`src/tcw_pkg.sv`:
```
// package: register map, field layout and encodings for the compare unit
package tcw_pkg;
    // ==================================================================
    // register byte addresses
    localparam logic [7:0] OFF_CTRL    = 8'h00;
    localparam logic [7:0] OFF_COUNT   = 8'h04;
    localparam logic [7:0] OFF_COMPARE = 8'h08;
    localparam logic [7:0] OFF_FLAGS   = 8'h0C;
    localparam logic [7:0] OFF_PIN     = 8'h10;
    // ==================================================================
    // control, flag and pin register fields
    localparam int CTRL_FORCE_BIT  = 7;
    localparam int CTRL_MODE_LO    = 0;
    localparam int CTRL_ACTION_LO  = 2;
    localparam int CTRL_TICK_BIT   = 4;
    localparam int FLAG_CMP_BIT    = 0;
    localparam int FLAG_OVF_BIT    = 1;
    localparam int PIN_DIR_BIT     = 0;
    localparam int PIN_PORT_BIT    = 1;
    localparam int PIN_STATE_BIT   = 2;
    // ==================================================================
    // counter landmarks and reset values
    localparam logic [7:0] CNT_BOTTOM  = 8'h00;
    localparam logic [7:0] CNT_MAX     = 8'hFF;
    localparam logic [7:0] RST_BYTE    = 8'h00;
    // ==================================================================
    // waveform modes and output actions
    typedef enum logic [1:0] {
        MODE_NORMAL = 2'b00,
        MODE_PHASE  = 2'b01,
        MODE_CLEAR  = 2'b10,
        MODE_FAST   = 2'b11
    } tcw_mode_t;
    typedef enum logic [1:0] {
        ACT_OFF    = 2'b00,
        ACT_TOGGLE = 2'b01,
        ACT_CLEAR  = 2'b10,
        ACT_SET    = 2'b11
    } tcw_action_t;
endpackage : tcw_pkg

```
`src/tcw_cmp_if.sv`:
```
// interface: compare channel between the core and the output stage
`timescale 1ns/100ps
interface tcw_cmp_if;
    logic                 match_ev;
    logic                 bottom_ev;
    logic                 force_ev;
    tcw_pkg::tcw_mode_t   mode;
    tcw_pkg::tcw_action_t action;
    logic                 state;
    modport core (output match_ev, bottom_ev, force_ev, mode, action,
                  input state);
    modport outs (input match_ev, bottom_ev, force_ev, mode, action,
                  output state);
endinterface : tcw_cmp_if

```
`src/tcw_timer.sv`:
```
// top: 8-bit timer compare and waveform unit with an ahb-lite register port
// Function
// - buffered mode writes go to buffer; otherwise straight to live compare
// - buffer copies into live compare only at the count's bottom point
// - force strobe acts like a match on output only, non-pwm modes
// - counter write blocks any compare match in the next timer tick
// - output state keeps its value across waveform mode changes
// - output action changes take effect at once, not buffered
// - output action sets match behaviour and takes over the pin
// - pin shows output state only when its direction is output
// - normal mode counts up, wraps 0xFF to 0x00, writable anytime
// - normal mode sets overflow flag as counter becomes zero
// - clear-on-compare counts to compare value then clears to zero
// - clear-on-compare compare writes unbuffered; missed match waits for wrap
// - clear-on-compare toggle action flips output on every match
// - clear-on-compare sets overflow flag on roll from max to zero
// - fast pwm counts bottom to max, clears on next tick
// - fast pwm action 2 non-inverting, action 3 inverting
// - fast pwm bottom update happens on max-to-bottom tick
// - fast pwm sets overflow flag each time counter rolls from max to bottom
// - compare at bottom gives spike; at max gives constant level
// - fast pwm toggle gives 50% duty, compare stays buffered
// - compare double buffering only in pwm modes
// - bottom is zero, max is 0xFF, top depends on mode
// - match sets compare flag at the next timer tick
// - software counter write beats hardware clear or count
//
// The implementer's own choices: the register addresses and the AHB-Lite register port.
`timescale 1ns/100ps
module tcw_timer (
    // clock and reset
    input  wire logic        clock,
    input  wire logic        reset_n,
    // timer clock enable from the prescaler
    input  wire logic        timer_tick,
    // ahb-lite slave
    input  wire logic        hsel,
    input  wire logic [7:0]  haddr,
    input  wire logic [1:0]  htrans,
    input  wire logic        hwrite,
    input  wire logic [2:0]  hsize,
    input  wire logic        hready,
    input  wire logic [31:0] hwdata,
    output logic      [31:0] hrdata,
    output logic             hreadyout,
    output logic             hresp,
    // compare output pin
    output logic             compare_output_o,
    output logic             compare_output_oe
);
    // ==================================================================
    // bus front end
    logic       wr_q;
    logic       rd_q;
    logic [7:0] addr_q;
    tcw_ahb_slave u_bus (
        .clock   (clock),
        .reset_n (reset_n),
        .hsel    (hsel),
        .haddr   (haddr),
        .htrans  (htrans),
        .hwrite  (hwrite),
        .hready  (hready),
        .wr_q    (wr_q),
        .rd_q    (rd_q),
        .addr_q  (addr_q)
    );

    function automatic logic hit(input logic [7:0] a, input logic [7:0] o);
        hit = (a == o);
    endfunction : hit

    logic wr_ctrl;
    logic wr_count;
    logic wr_cmp;
    logic wr_flags;
    logic wr_pin;
    assign wr_ctrl  = wr_q & hit(addr_q, tcw_pkg::OFF_CTRL);
    assign wr_count = wr_q & hit(addr_q, tcw_pkg::OFF_COUNT);
    assign wr_cmp   = wr_q & hit(addr_q, tcw_pkg::OFF_COMPARE);
    assign wr_flags = wr_q & hit(addr_q, tcw_pkg::OFF_FLAGS);
    assign wr_pin   = wr_q & hit(addr_q, tcw_pkg::OFF_PIN);

    // ==================================================================
    // control register
    tcw_pkg::tcw_mode_t   mode_q;
    tcw_pkg::tcw_action_t action_q;
    logic                 tick_en_q;
    logic                 pwm_mode;
    assign pwm_mode = mode_q[0];
    always_ff @(posedge clock) begin
        if (!reset_n) begin
            mode_q    <= tcw_pkg::MODE_NORMAL;
            action_q  <= tcw_pkg::ACT_OFF;
            tick_en_q <= 1'b0;
        end else if (wr_ctrl) begin
            mode_q    <= tcw_pkg::tcw_mode_t'(
                hwdata[tcw_pkg::CTRL_MODE_LO +: 2]);
            // no buffering: the new action is used from the next edge
            action_q  <= tcw_pkg::tcw_action_t'(
                hwdata[tcw_pkg::CTRL_ACTION_LO +: 2]);
            tick_en_q <= hwdata[tcw_pkg::CTRL_TICK_BIT];
        end
    end

    // force strobe is never stored; it reads back as zero
    tcw_pkg::tcw_action_t action_now;
    logic                 force_ev;
    assign action_now = wr_ctrl ? tcw_pkg::tcw_action_t'(
        hwdata[tcw_pkg::CTRL_ACTION_LO +: 2]) : action_q;
    assign force_ev = wr_ctrl & hwdata[tcw_pkg::CTRL_FORCE_BIT]
                      & ~hwdata[tcw_pkg::CTRL_MODE_LO];

    // ==================================================================
    // timer tick: no ticks when no clock source is enabled
    logic tick;
    assign tick = timer_tick & tick_en_q;

    // ==================================================================
    // counter and write blocking
    logic [7:0] count_q;
    logic [7:0] live_cmp_q;
    logic [7:0] buf_cmp_q;
    logic       block_q;
    logic       equal;
    logic       match;
    logic       at_max;
    logic       clear_hit;
    assign equal  = (count_q == live_cmp_q);
    assign match  = equal & ~block_q;
    assign at_max = (count_q == tcw_pkg::CNT_MAX);
    // phase-correct mode is not supported; it behaves as normal counting
    assign clear_hit = (mode_q == tcw_pkg::MODE_CLEAR) & match;

    always_ff @(posedge clock) begin
        if (!reset_n)
            count_q <= tcw_pkg::RST_BYTE;
        else if (wr_count)
            count_q <= hwdata[7:0];
        else if (tick) begin
            if (clear_hit)
                count_q <= tcw_pkg::CNT_BOTTOM;
            else
                count_q <= count_q + 8'h01;
        end
    end

    // block lasts until the next timer tick has passed, even if stopped
    always_ff @(posedge clock) begin
        if (!reset_n)
            block_q <= 1'b0;
        else if (wr_count)
            block_q <= 1'b1;
        else if (tick)
            block_q <= 1'b0;
    end

    // ==================================================================
    // compare value with optional double buffer
    logic wrap_tick;
    assign wrap_tick = tick & ~wr_count & at_max;
    always_ff @(posedge clock) begin
        if (!reset_n) begin
            live_cmp_q <= tcw_pkg::RST_BYTE;
            buf_cmp_q  <= tcw_pkg::RST_BYTE;
        end else begin
            if (wr_cmp)
                buf_cmp_q <= hwdata[7:0];
            if (wr_cmp && !pwm_mode)
                live_cmp_q <= hwdata[7:0];
            else if (pwm_mode && wrap_tick)
                live_cmp_q <= buf_cmp_q;
        end
    end

    // ==================================================================
    // flags: set wins over a software clear in the same cycle
    logic cmp_flag_q;
    logic ovf_flag_q;
    logic ovf_set;
    assign ovf_set = tick & ~wr_count & (mode_q == tcw_pkg::MODE_FAST
        ? at_max
        : (at_max | clear_hit) & ~(clear_hit & ~at_max));
    always_ff @(posedge clock) begin
        if (!reset_n)
            cmp_flag_q <= 1'b0;
        else if (tick && match && !wr_count)
            cmp_flag_q <= 1'b1;
        else if (wr_flags && hwdata[tcw_pkg::FLAG_CMP_BIT])
            cmp_flag_q <= 1'b0;
    end
    always_ff @(posedge clock) begin
        if (!reset_n)
            ovf_flag_q <= 1'b0;
        else if (ovf_set)
            ovf_flag_q <= 1'b1;
        else if (wr_flags && hwdata[tcw_pkg::FLAG_OVF_BIT])
            ovf_flag_q <= 1'b0;
    end

    // ==================================================================
    // output stage
    tcw_cmp_if cmp ();
    assign cmp.match_ev  = tick & match & ~wr_count;
    assign cmp.bottom_ev = wrap_tick;
    assign cmp.force_ev  = force_ev;
    assign cmp.mode      = mode_q;
    assign cmp.action    = action_now;
    tcw_out_stage u_out (
        .clock   (clock),
        .reset_n (reset_n),
        .cmp     (cmp)
    );

    // ==================================================================
    // pin register: direction and port data
    logic dir_q;
    logic port_q;
    always_ff @(posedge clock) begin
        if (!reset_n) begin
            dir_q  <= 1'b0;
            port_q <= 1'b0;
        end else if (wr_pin) begin
            dir_q  <= hwdata[tcw_pkg::PIN_DIR_BIT];
            port_q <= hwdata[tcw_pkg::PIN_PORT_BIT];
        end
    end

    // pin registered: one cycle behind the internal state
    logic pin_d;
    assign pin_d = (action_q != tcw_pkg::ACT_OFF) ? cmp.state
                                                  : port_q;
    always_ff @(posedge clock) begin
        if (!reset_n) begin
            compare_output_o  <= 1'b0;
            compare_output_oe <= 1'b0;
        end else begin
            compare_output_o  <= pin_d;
            compare_output_oe <= dir_q;
        end
    end

    // ==================================================================
    // read data and response; zero wait, always okay
    logic [31:0] rdata_d;
    always_comb begin
        rdata_d = 32'h0000_0000;
        unique case (addr_q)
            tcw_pkg::OFF_CTRL: begin
                rdata_d[tcw_pkg::CTRL_MODE_LO +: 2]   = mode_q;
                rdata_d[tcw_pkg::CTRL_ACTION_LO +: 2] = action_q;
                rdata_d[tcw_pkg::CTRL_TICK_BIT]       = tick_en_q;
            end
            tcw_pkg::OFF_COUNT:   rdata_d[7:0] = count_q;
            tcw_pkg::OFF_COMPARE: rdata_d[7:0] = pwm_mode ? buf_cmp_q
                                                          : live_cmp_q;
            tcw_pkg::OFF_FLAGS: begin
                rdata_d[tcw_pkg::FLAG_CMP_BIT] = cmp_flag_q;
                rdata_d[tcw_pkg::FLAG_OVF_BIT] = ovf_flag_q;
            end
            tcw_pkg::OFF_PIN: begin
                rdata_d[tcw_pkg::PIN_DIR_BIT]   = dir_q;
                rdata_d[tcw_pkg::PIN_PORT_BIT]  = port_q;
                rdata_d[tcw_pkg::PIN_STATE_BIT] = cmp.state;
            end
            default: rdata_d = 32'h0000_0000;
        endcase
    end
    assign hrdata    = rd_q ? rdata_d : 32'h0000_0000;
    assign hreadyout = 1'b1;
    assign hresp     = 1'b0;

    // ==================================================================
    // checks
    block_match_a: assert property (@(posedge clock) disable iff (!reset_n)
        wr_count |=> !cmp_flag_q || $past(cmp_flag_q))
        else $error("match not blocked after counter write");
    cmp_flag_set_a: assert property (@(posedge clock) disable iff (!reset_n)
        tick && equal && !block_q && !wr_count |=> cmp_flag_q)
        else $error("compare flag not set after match");
    normal_wrap_a: assert property (@(posedge clock) disable iff (!reset_n)
        tick && !wr_count && at_max && mode_q == tcw_pkg::MODE_NORMAL
        |=> count_q == tcw_pkg::CNT_BOTTOM && ovf_flag_q)
        else $error("normal mode wrap or overflow flag wrong");
    ctc_clear_a: assert property (@(posedge clock) disable iff (!reset_n)
        tick && !wr_count && clear_hit |=> count_q == tcw_pkg::CNT_BOTTOM)
        else $error("clear-on-compare did not clear");
    force_no_flag_a: assert property (@(posedge clock) disable iff (!reset_n)
        force_ev && !tick && !cmp_flag_q |=> !cmp_flag_q)
        else $error("force strobe set the compare flag");
    no_tick_hold_a: assert property (@(posedge clock) disable iff (!reset_n)
        !tick && !wr_count |=> $stable(count_q))
        else $error("counter moved without a timer tick");
    buffer_hold_a: assert property (@(posedge clock) disable iff (!reset_n)
        pwm_mode && !wrap_tick && !wr_ctrl |=> $stable(live_cmp_q))
        else $error("live compare changed away from bottom");
    fast_ovf_a: assert property (@(posedge clock) disable iff (!reset_n)
        tick && !wr_count && at_max && mode_q == tcw_pkg::MODE_FAST
        |=> ovf_flag_q ##0 count_q == tcw_pkg::CNT_BOTTOM)
        else $error("fast pwm max handling wrong");
    pin_enable_a: assert property (@(posedge clock) disable iff (!reset_n)
        1'b1 |=> compare_output_oe == $past(dir_q))
        else $error("pin enable does not follow direction");
    write_wins_a: assert property (@(posedge clock)
        disable iff (!reset_n) wr_count |=> count_q == $past(hwdata[7:0]))
        else $error("counter write lost");
    block_clear_a: assert property (@(posedge clock)
        disable iff (!reset_n) block_q && tick && !wr_count |=> !block_q)
        else $error("match block outlived its tick");
    direct_cmp_a: assert property (@(posedge clock)
        disable iff (!reset_n) wr_cmp && !pwm_mode
        |=> live_cmp_q == $past(hwdata[7:0]))
        else $error("unbuffered compare write lost");
    buf_load_a: assert property (@(posedge clock)
        disable iff (!reset_n) pwm_mode && wrap_tick
        |=> live_cmp_q == $past(buf_cmp_q))
        else $error("buffer not loaded at bottom");
    ovf_sticky_a: assert property (@(posedge clock)
        disable iff (!reset_n) ovf_flag_q && !wr_flags |=> ovf_flag_q)
        else $error("overflow flag cleared by hardware");
    ctc_ovf_a: assert property (@(posedge clock)
        disable iff (!reset_n) mode_q == tcw_pkg::MODE_CLEAR && tick
        && !at_max && !ovf_flag_q |=> !ovf_flag_q)
        else $error("overflow flag set off the max roll");
    force_set_a: assert property (@(posedge clock)
        disable iff (!reset_n) force_ev && cmp.action == tcw_pkg::ACT_SET
        && mode_q != tcw_pkg::MODE_FAST |=> cmp.state)
        else $error("forced set did not set output state");
    force_count_a: assert property (@(posedge clock)
        disable iff (!reset_n) force_ev && !tick |=> $stable(count_q))
        else $error("force strobe moved the counter");
    pin_port_a: assert property (@(posedge clock)
        disable iff (!reset_n) action_q == tcw_pkg::ACT_OFF
        |=> compare_output_o == $past(port_q))
        else $error("pin not from port bit");
    pin_state_a: assert property (@(posedge clock)
        disable iff (!reset_n) action_q != tcw_pkg::ACT_OFF
        |=> compare_output_o == $past(cmp.state))
        else $error("pin not from output state");
    count_step_a: assert property (@(posedge clock)
        disable iff (!reset_n) tick && !wr_count && !clear_hit
        |=> count_q == $past(count_q) + 8'h01)
        else $error("counter did not step by one");
endmodule : tcw_timer

```
`src/tcw_ahb_slave.sv`:
```
// ahb-lite slave front end: latches the address phase, one-wait-free
`timescale 1ns/100ps
module tcw_ahb_slave (
    // clock and reset
    input  wire logic        clock,
    input  wire logic        reset_n,
    // ahb-lite
    input  wire logic        hsel,
    input  wire logic [7:0]  haddr,
    input  wire logic [1:0]  htrans,
    input  wire logic        hwrite,
    input  wire logic        hready,
    // decoded data-phase strobes
    output logic             wr_q,
    output logic             rd_q,
    output logic [7:0]       addr_q
);
    // ==================================================================
    // address phase capture
    logic take;
    assign take = hsel & hready & htrans[1];
    always_ff @(posedge clock) begin
        if (!reset_n) begin
            wr_q   <= 1'b0;
            rd_q   <= 1'b0;
            addr_q <= 8'h00;
        end else begin
            wr_q   <= take & hwrite;
            rd_q   <= take & ~hwrite;
            addr_q <= take ? {haddr[7:2], 2'b00} : addr_q;
        end
    end
endmodule : tcw_ahb_slave

```
`src/tcw_out_stage.sv`:
```
// output stage: internal compare output state register
`timescale 1ns/100ps
module tcw_out_stage (
    // clock and reset
    input  wire logic  clock,
    input  wire logic  reset_n,
    // compare channel
    tcw_cmp_if.outs    cmp
);
    // ==================================================================
    // state update; kept across mode changes
    logic state_q;
    logic state_d;
    always_comb begin
        state_d = state_q;
        if (cmp.match_ev || cmp.force_ev) begin
            unique case (cmp.action)
                tcw_pkg::ACT_OFF:    state_d = state_q;
                tcw_pkg::ACT_TOGGLE: state_d = ~state_q;
                tcw_pkg::ACT_CLEAR:  state_d = 1'b0;
                tcw_pkg::ACT_SET:    state_d = 1'b1;
            endcase
        end
        // a match at max beats bottom, so compare max holds one level
        if (cmp.bottom_ev && cmp.mode == tcw_pkg::MODE_FAST) begin
            if (cmp.action == tcw_pkg::ACT_CLEAR)
                state_d = ~(cmp.match_ev) ? 1'b1 : 1'b0;
            else if (cmp.action == tcw_pkg::ACT_SET)
                state_d = ~(cmp.match_ev) ? 1'b0 : 1'b1;
        end
    end
    always_ff @(posedge clock) begin
        if (!reset_n)
            state_q <= 1'b0;
        else
            state_q <= state_d;
    end
    assign cmp.state = state_q;

    // ==================================================================
    // checks
    toggle_on_match_a: assert property (@(posedge clock) disable iff (!reset_n)
        cmp.match_ev && !cmp.bottom_ev && cmp.action == tcw_pkg::ACT_TOGGLE
        |=> state_q != $past(state_q))
        else $error("toggle action did not toggle on match");
    hold_no_event_a: assert property (@(posedge clock) disable iff (!reset_n)
        !cmp.match_ev && !cmp.force_ev && !cmp.bottom_ev
        |=> $stable(state_q))
        else $error("output state moved without an event");
    fast_bottom_set_a: assert property (@(posedge clock) disable iff (!reset_n)
        cmp.bottom_ev && !cmp.match_ev && cmp.mode == tcw_pkg::MODE_FAST
        && cmp.action == tcw_pkg::ACT_CLEAR |=> state_q)
        else $error("non-inverting pwm not set at bottom");
endmodule : tcw_out_stage

```
`config.mk`:
```
export PLATFORM = sky130hd
export DESIGN_NAME = tcw_timer
export DESIGN_NICKNAME = d
export VERILOG_FILES = /design/src/tcw_pkg.sv /design/src/tcw_cmp_if.sv /design/src/tcw_timer.sv /design/src/tcw_ahb_slave.sv /design/src/tcw_out_stage.sv
export SDC_FILE = /design/constraint.sdc
export NUM_CORES = 1
export LEC_CHECK = 0
export ABC_AREA = 1
export BUFFER_PORTS_ARGS = -buffer_cell sky130_fd_sc_hd__buf_2
export CAP_MARGIN = 40
export CORE_MARGIN = 5
export CORE_UTILIZATION = 40
export CTS_CLUSTER_DIAMETER = 200
export DETAILED_ROUTE_END_ITERATION = 7
export HOLD_SLACK_MARGIN = 0.12
export PLACE_DENSITY_LB_ADDON = 0.12
export SYNTH_ARGS = -nofsm -noshare
export SYNTH_HDL_FRONTEND = slang
export SYNTH_SLANG_ARGS = --single-unit
```
`constraint.sdc`:
```
create_clock -name clock -period 1.7 [get_ports clock]
set_clock_uncertainty 0.05 [all_clocks]
set_input_delay 0.085 -clock clock [delete_from_list [all_inputs] [get_ports clock]]
set_output_delay 0.085 -clock clock [all_outputs]
set_load 0.1 [all_outputs]
```
Word-level counts from Yosys, hierarchy flattened. Index checks and enable logic that the tools add are counted.

Flip-flop bits (word level): 45. Output and inout bits: 36. Logic and storage cells: 102.

$add $sub $neg: 1. Eq/ne operators: 11. Multiplexer cells: 27. Bitwise operators: 29. Reductions and logical operators: 17.

Operator list (number): $mux W8 (7); $and A1 B1 Y1 (21); $mux W1 (14); $eq A6 B2 Y1 const B (2); $pmux W2 S5 (1); $reduce_bool A2 Y1 (5); $add A8 B1 Y8 const B (1); $eq A2 B2 Y1 const B (4); $eq A8 B8 Y1 (1); $eq A8 B8 Y1 const B (1); $logic_not A8 Y1 (1); $pmux W1 S4 (2); $logic_and A1 B1 Y1 (7); $not A1 Y1 (7); $eq A6 B1 Y1 const B (1); $eq A6 B3 Y1 const B (1); $pmux W2 S3 (1); $pmux W3 S2 (1); $eq A2 B1 Y1 const B (1); $logic_not A1 Y1 (2); $logic_not A2 Y1 (1); $mux W2 (1); $logic_or A1 B1 Y1 (1); $or A1 B1 Y1 (1).

Logic depth before layout (Yosys ltp).
Depth in word-level cells: 9. Depth in mapped cells: 13.

Hierarchy. Synthesis repeated with hierarchy kept, for this count alone.

Cells, all modules: 457. Area total of the unflattened synthesis: 2986.6 µm².

By module, submodules not included: tcw_timer (instances 1, cells each 395, area an instance 2560.0 µm², sequential area each 720.7 µm²); tcw_ahb_slave (instances 1, cells each 46, area an instance 334.1 µm², sequential area each 160.2 µm²); tcw_out_stage (instances 1, cells each 16, area an instance 92.6 µm², sequential area each 20.0 µm²).

Worst setup path after synthesis. No wires, ideal clock.

Path kind: reg2out. Start point: register u_bus.addr_q[2]. End point: output port hrdata[0]. Arrival: 2534 ps. Required time: 1565 ps. Path slack: -969 ps. Cell stages (with the launch flop): 9. Path through: dfxtp_1 -> inv_1 -> nor2_1 -> nand3_1 -> inv_1 -> nand2_1 -> o21ai_0 -> a221oi_1 -> a21oi_1.

Word-level cells in the longest chain between the ends: 3. Elaborated cells on any way between the ends: 7.

Ends and longest elaborated chain: start: declaration (RTL line tcw_ahb_slave.sv:16) `output logic [7:0] addr_q`; start signal: assignment (RTL line tcw_ahb_slave.sv:30) `addr_q <= take ? {haddr[7:2], 2'b00} : addr_q;`; $eq A6 B3 Y1 (tied with other cells) (RTL line tcw_timer.sv:248) `unique case (addr_q)`; $pmux W2 S5 (*) (RTL line tcw_timer.sv:248); $mux W8 (*) (RTL line tcw_timer.sv:269) `assign hrdata = rd_q ? rdata_d : 32'h0000_0000;`; end: declaration (RTL line tcw_timer.sv:44) `output logic [31:0] hrdata,`.

Every way passes the cells marked *; elsewhere a longest branch is shown, timed or not.

Worst setup path in the final report.
Start point: register u_bus.addr_q[7]. End point: output port hrdata[0].

Same word-level chain as after synthesis.

==> flow_summary.toml <==
[sta]
rsz0062_at_grt = "true"
fin_crit_sh_pct = 109
fmax_mhz = 538
setup-violations-final = 11
maxSlewViolCount = 0
whs_ps = 137
min_period_ps = 1860
worst_slack_ps = -158
slew_headroom_pct = 62.0
worstMarginPinSlew_ps = 570
hold_violations = 0
tns_ps = -1090

[placement]
port_buffers = 30
gp_congestion = 0.886
dp_hpwl_um = 6320

[floorplan]
coreArea_mm2 = 0.00679
start_util_pct = 41.0
dieWidth_um = 93.5
die_area_mm2 = 0.00873
num_rows = 30
die_y_um = 93.5
io_pins = 87

[worst_setup_path]
startpoint_type = "register"
crit_path_end_kind = "output port"
crit_type = "register to output port"
rr_endpoint = "live_cmp_q[1]"
r2r_cells = 11
r2r_start = "u_bus.addr_q[7]"
rrSetupSlack_ps = -10
critPathArrivalTime_ps = 1720
cp.required_ps = 1560
cp_max_fo = 4

[clocking]
cts_max_level = 2
clock-root-buffer = "clkbuf_8"
cts_sinks = 45
insertion_delay_ps = 300
clkTransAtPathRegs_ps = 80
clockBufferDepth = 2
cts_tree = "done"
numCtsBuffers = 5

[routing]
vias = 2907
drt.antenna.violating_nets = 0
dr.pass1.iters = 4
wl_per_cell_um = 14.2
routed_wl_um = 8420
drtIter0Drc = 249
drc = 0
via_per_inst = 4.89

[synth]
synth-simple-area-share_pct = 28.1
synth_compound_area_share_pct = 19.6
synthAdderAreaFrac_pct = 0.449
netlist_area_mm2 = 0.00279
yosysTopAreaCell = "dfxtp_1"
synth.mux.area_fraction_pct = 0
synth_xor_xnor_area_share_pct = 1.26
ys_types = 41
ys.flop_type = "dfxtp_1"
synth_edf_count = 0
ys_top_cells_by_area = "dfxtp_1 (32%), nand2_1 (11%), buf_4 (7.3%), inv_1 (7.3%), o21ai_0 (6.8%)"
synth.avg_cell_area_um2 = 6.73
synth_seq_cells = 45
async_reset_ff_share_pct = 0
seq_area_frac_synth_pct = 32.3
yosys.area.top_type_share_pct = 32.3
synth_top_family_by_area = "simple AND/OR/NAND/NOR gates"
syn-instance-count = 414
yosysWarnings = 0

[power_and_ir_drop]
leakage_nw = 1.68
p_comb_share_pct = 23.3
power_frac_seq_pct = 47.1
swShare_pct = 33.7
power_density_mw_per_mm2 = 584
p_switching_w = 0.000768
max-vdd-ir-drop_mv = 0.312
p_clk_share_pct = 29.6
p_int_w = 0.00151

[finish]
drive_gt1_share_pct = 34.9
fin_nets = 551
n_antenna_cell = 0
area_growth_pct = 40.1

[flow_run]
maxCapViolCount = 0

[hold_path]
hold_end = "buf_cmp_q[3]"
worstHoldPathCells = 3
hold_path.startpoint = "hwdata[3]"
hold_class = "input port to register"

[global_route]
grt_use_met2_pct = 33.4
use_met3_pct = 3.62
grt_busiest_layer = "met2"
antenna_found_initial = 0
grt_use_met1_pct = 23.5
grt_pass1_wl_um = 13000
grt-ovfl-total = 0
grt_pass1_vias = 2772
grt_start_max_net_pins = 29
grt.total_usage_pct = 19.2

[outcome]
status = "complete, but fails checks"
violations = "setup timing"
==> layer usage <==
| metal | up-vias | part of all wire [%] |
|---|---|---|
| li1 | 1468 | - |
| met1 | 1332 | 43 |
| met2 | 88 | 49 |
| met3 | 19 | 4.9 |
| met4 | 0 | 2.6 |
| met5 | - | 0 |
==> power by group through the flow <==
stage | registers [W] | logic (W) | clock network (W)
global placement | 0.00110 | 0.000433 | 0
global route | 0.00108 | 0.000560 | 0.000745
finish | 0.00107 | 0.000531 | 0.000674
floorplan | 0.00110 | 0.000409 | 0
CTS | 0.00108 | 0.000495 | 0.000711
detailed placement | 0.00110 | 0.000433 | 0
==> worst max-delay path: stages, from the launching register on <==
cell	delay, ps
dfxtp_2	340
nor2_4	170
nand2_4	100
nor2_4	150
inv_1	90
o21ai_2	150
a221oi_2	70
a21oi_4	160
buf_12	190
==> placed cells by master, fill, tap and decap left out, drive strengths merged, types with 6 or more instances in the layout <==
master and n:
o22ai 7, nand2 87, conb 26, o21ai 42, nor2 48, a21oi 28
a31oi 10, dlygate4sd3 14, nand4 6, inv 54, buf 76, nand3 23
dfxtp 45, clkbuf 7
==> synthesized netlist by cell type (2+ instances only) <==
cell,number
nand3_2,2
a211oi_1,2
o21ai_2,2
o22ai_1,7
dfxtp_1,45
o21ai_0,38
a31oi_1,10
nand2_1,84
buf_4,27
nor2_4,6
conb_1,2
clkbuf_1,6
nand4_1,5
inv_2,2
xor2_1,3
nor3_1,4
o21ai_1,2
nor2_1,41
a221oi_1,2
a22oi_1,2
nand3_1,20
a21oi_1,28
nand2_2,2
inv_1,54
buf_2,2
==> how the worst max path moves through the flow <==
| stage | startpoint | endpoint | slack, ps | cells after the start |
|---|---|---|---|---|
| after floorplan | u_bus.addr_q[2] | hrdata[0] | -70 | 8 |
| after global placement | count_q[1] | u_out.cmp.state | -10 | 10 |
| after detailed placement | count_q[1] | live_cmp_q[2] | -40 | 8 |
| after CTS | u_bus.addr_q[7] | hrdata[3] | -180 | 10 |
| after global routing | u_bus.addr_q[7] | hrdata[3] | -260 | 10 |
| final | u_bus.addr_q[7] | hrdata[0] | -160 | 8 |
==> layout make-up <==
type / count / area, um^2
well taps: 96 / 120
inverters: 58 / 233
flip-flops and latches: 45 / 936
multi-input cells: 299 / 1740
clock buffers: 7 / 86.3
repair buffers: 90 / 790
fillers: 671 / 2890
==> cell families after synthesis <==
| logic type | Yosys count |
|---|---|
| adders and majority gates | 1 |
| xor gates and xnor gates | 4 |
| buffers and inverters | 95 |
| DFF | 45 |
| other | 2 |
| and+or+nand+nor | 170 |
| AOI/OAI and AO/OA | 97 |
==> sequential cells by signal, indices dropped and copies added (netlist names) <==
signal,count
action_q,2
block_q,1
buf_cmp_q,8
cmp.mode,2
cmp_flag_q,1
compare_output_o,1
compare_output_oe,1
count_q,8
dir_q,1
live_cmp_q,8
ovf_flag_q,1
port_q,1
tick_en_q,1
u_bus.addr_q,6
u_bus.rd_q,1
u_bus.wr_q,1
u_out.cmp.state,1
==> metrics by stage <==
step	total power, W	setup slack (ps)	utilization, %	instances	cell area [um^2]
6_report	0.00228	-158	57.5	595	3900
3_3_place_gp	0.00154	-10.4	48.4	557	3290
2_1_floorplan	0.00151	-67.0	-	438	2950
5_1_grt	0.00238	-259	57.5	595	3900
3_5_place_dp	0.00154	-36.9	48.4	557	3290
4_1_cts	0.00229	-178	53.9	583	3660
==> timing repair <==
item                       CTS  global route
setup endpoints to repair   23            28
cloned                       0             1
resized for setup           39            55
hold buffers                14             0
hold endpoints to repair    22             0
pin swaps                   14            27
buffers inserted             6            12
(Power assumes the default switching activity.)
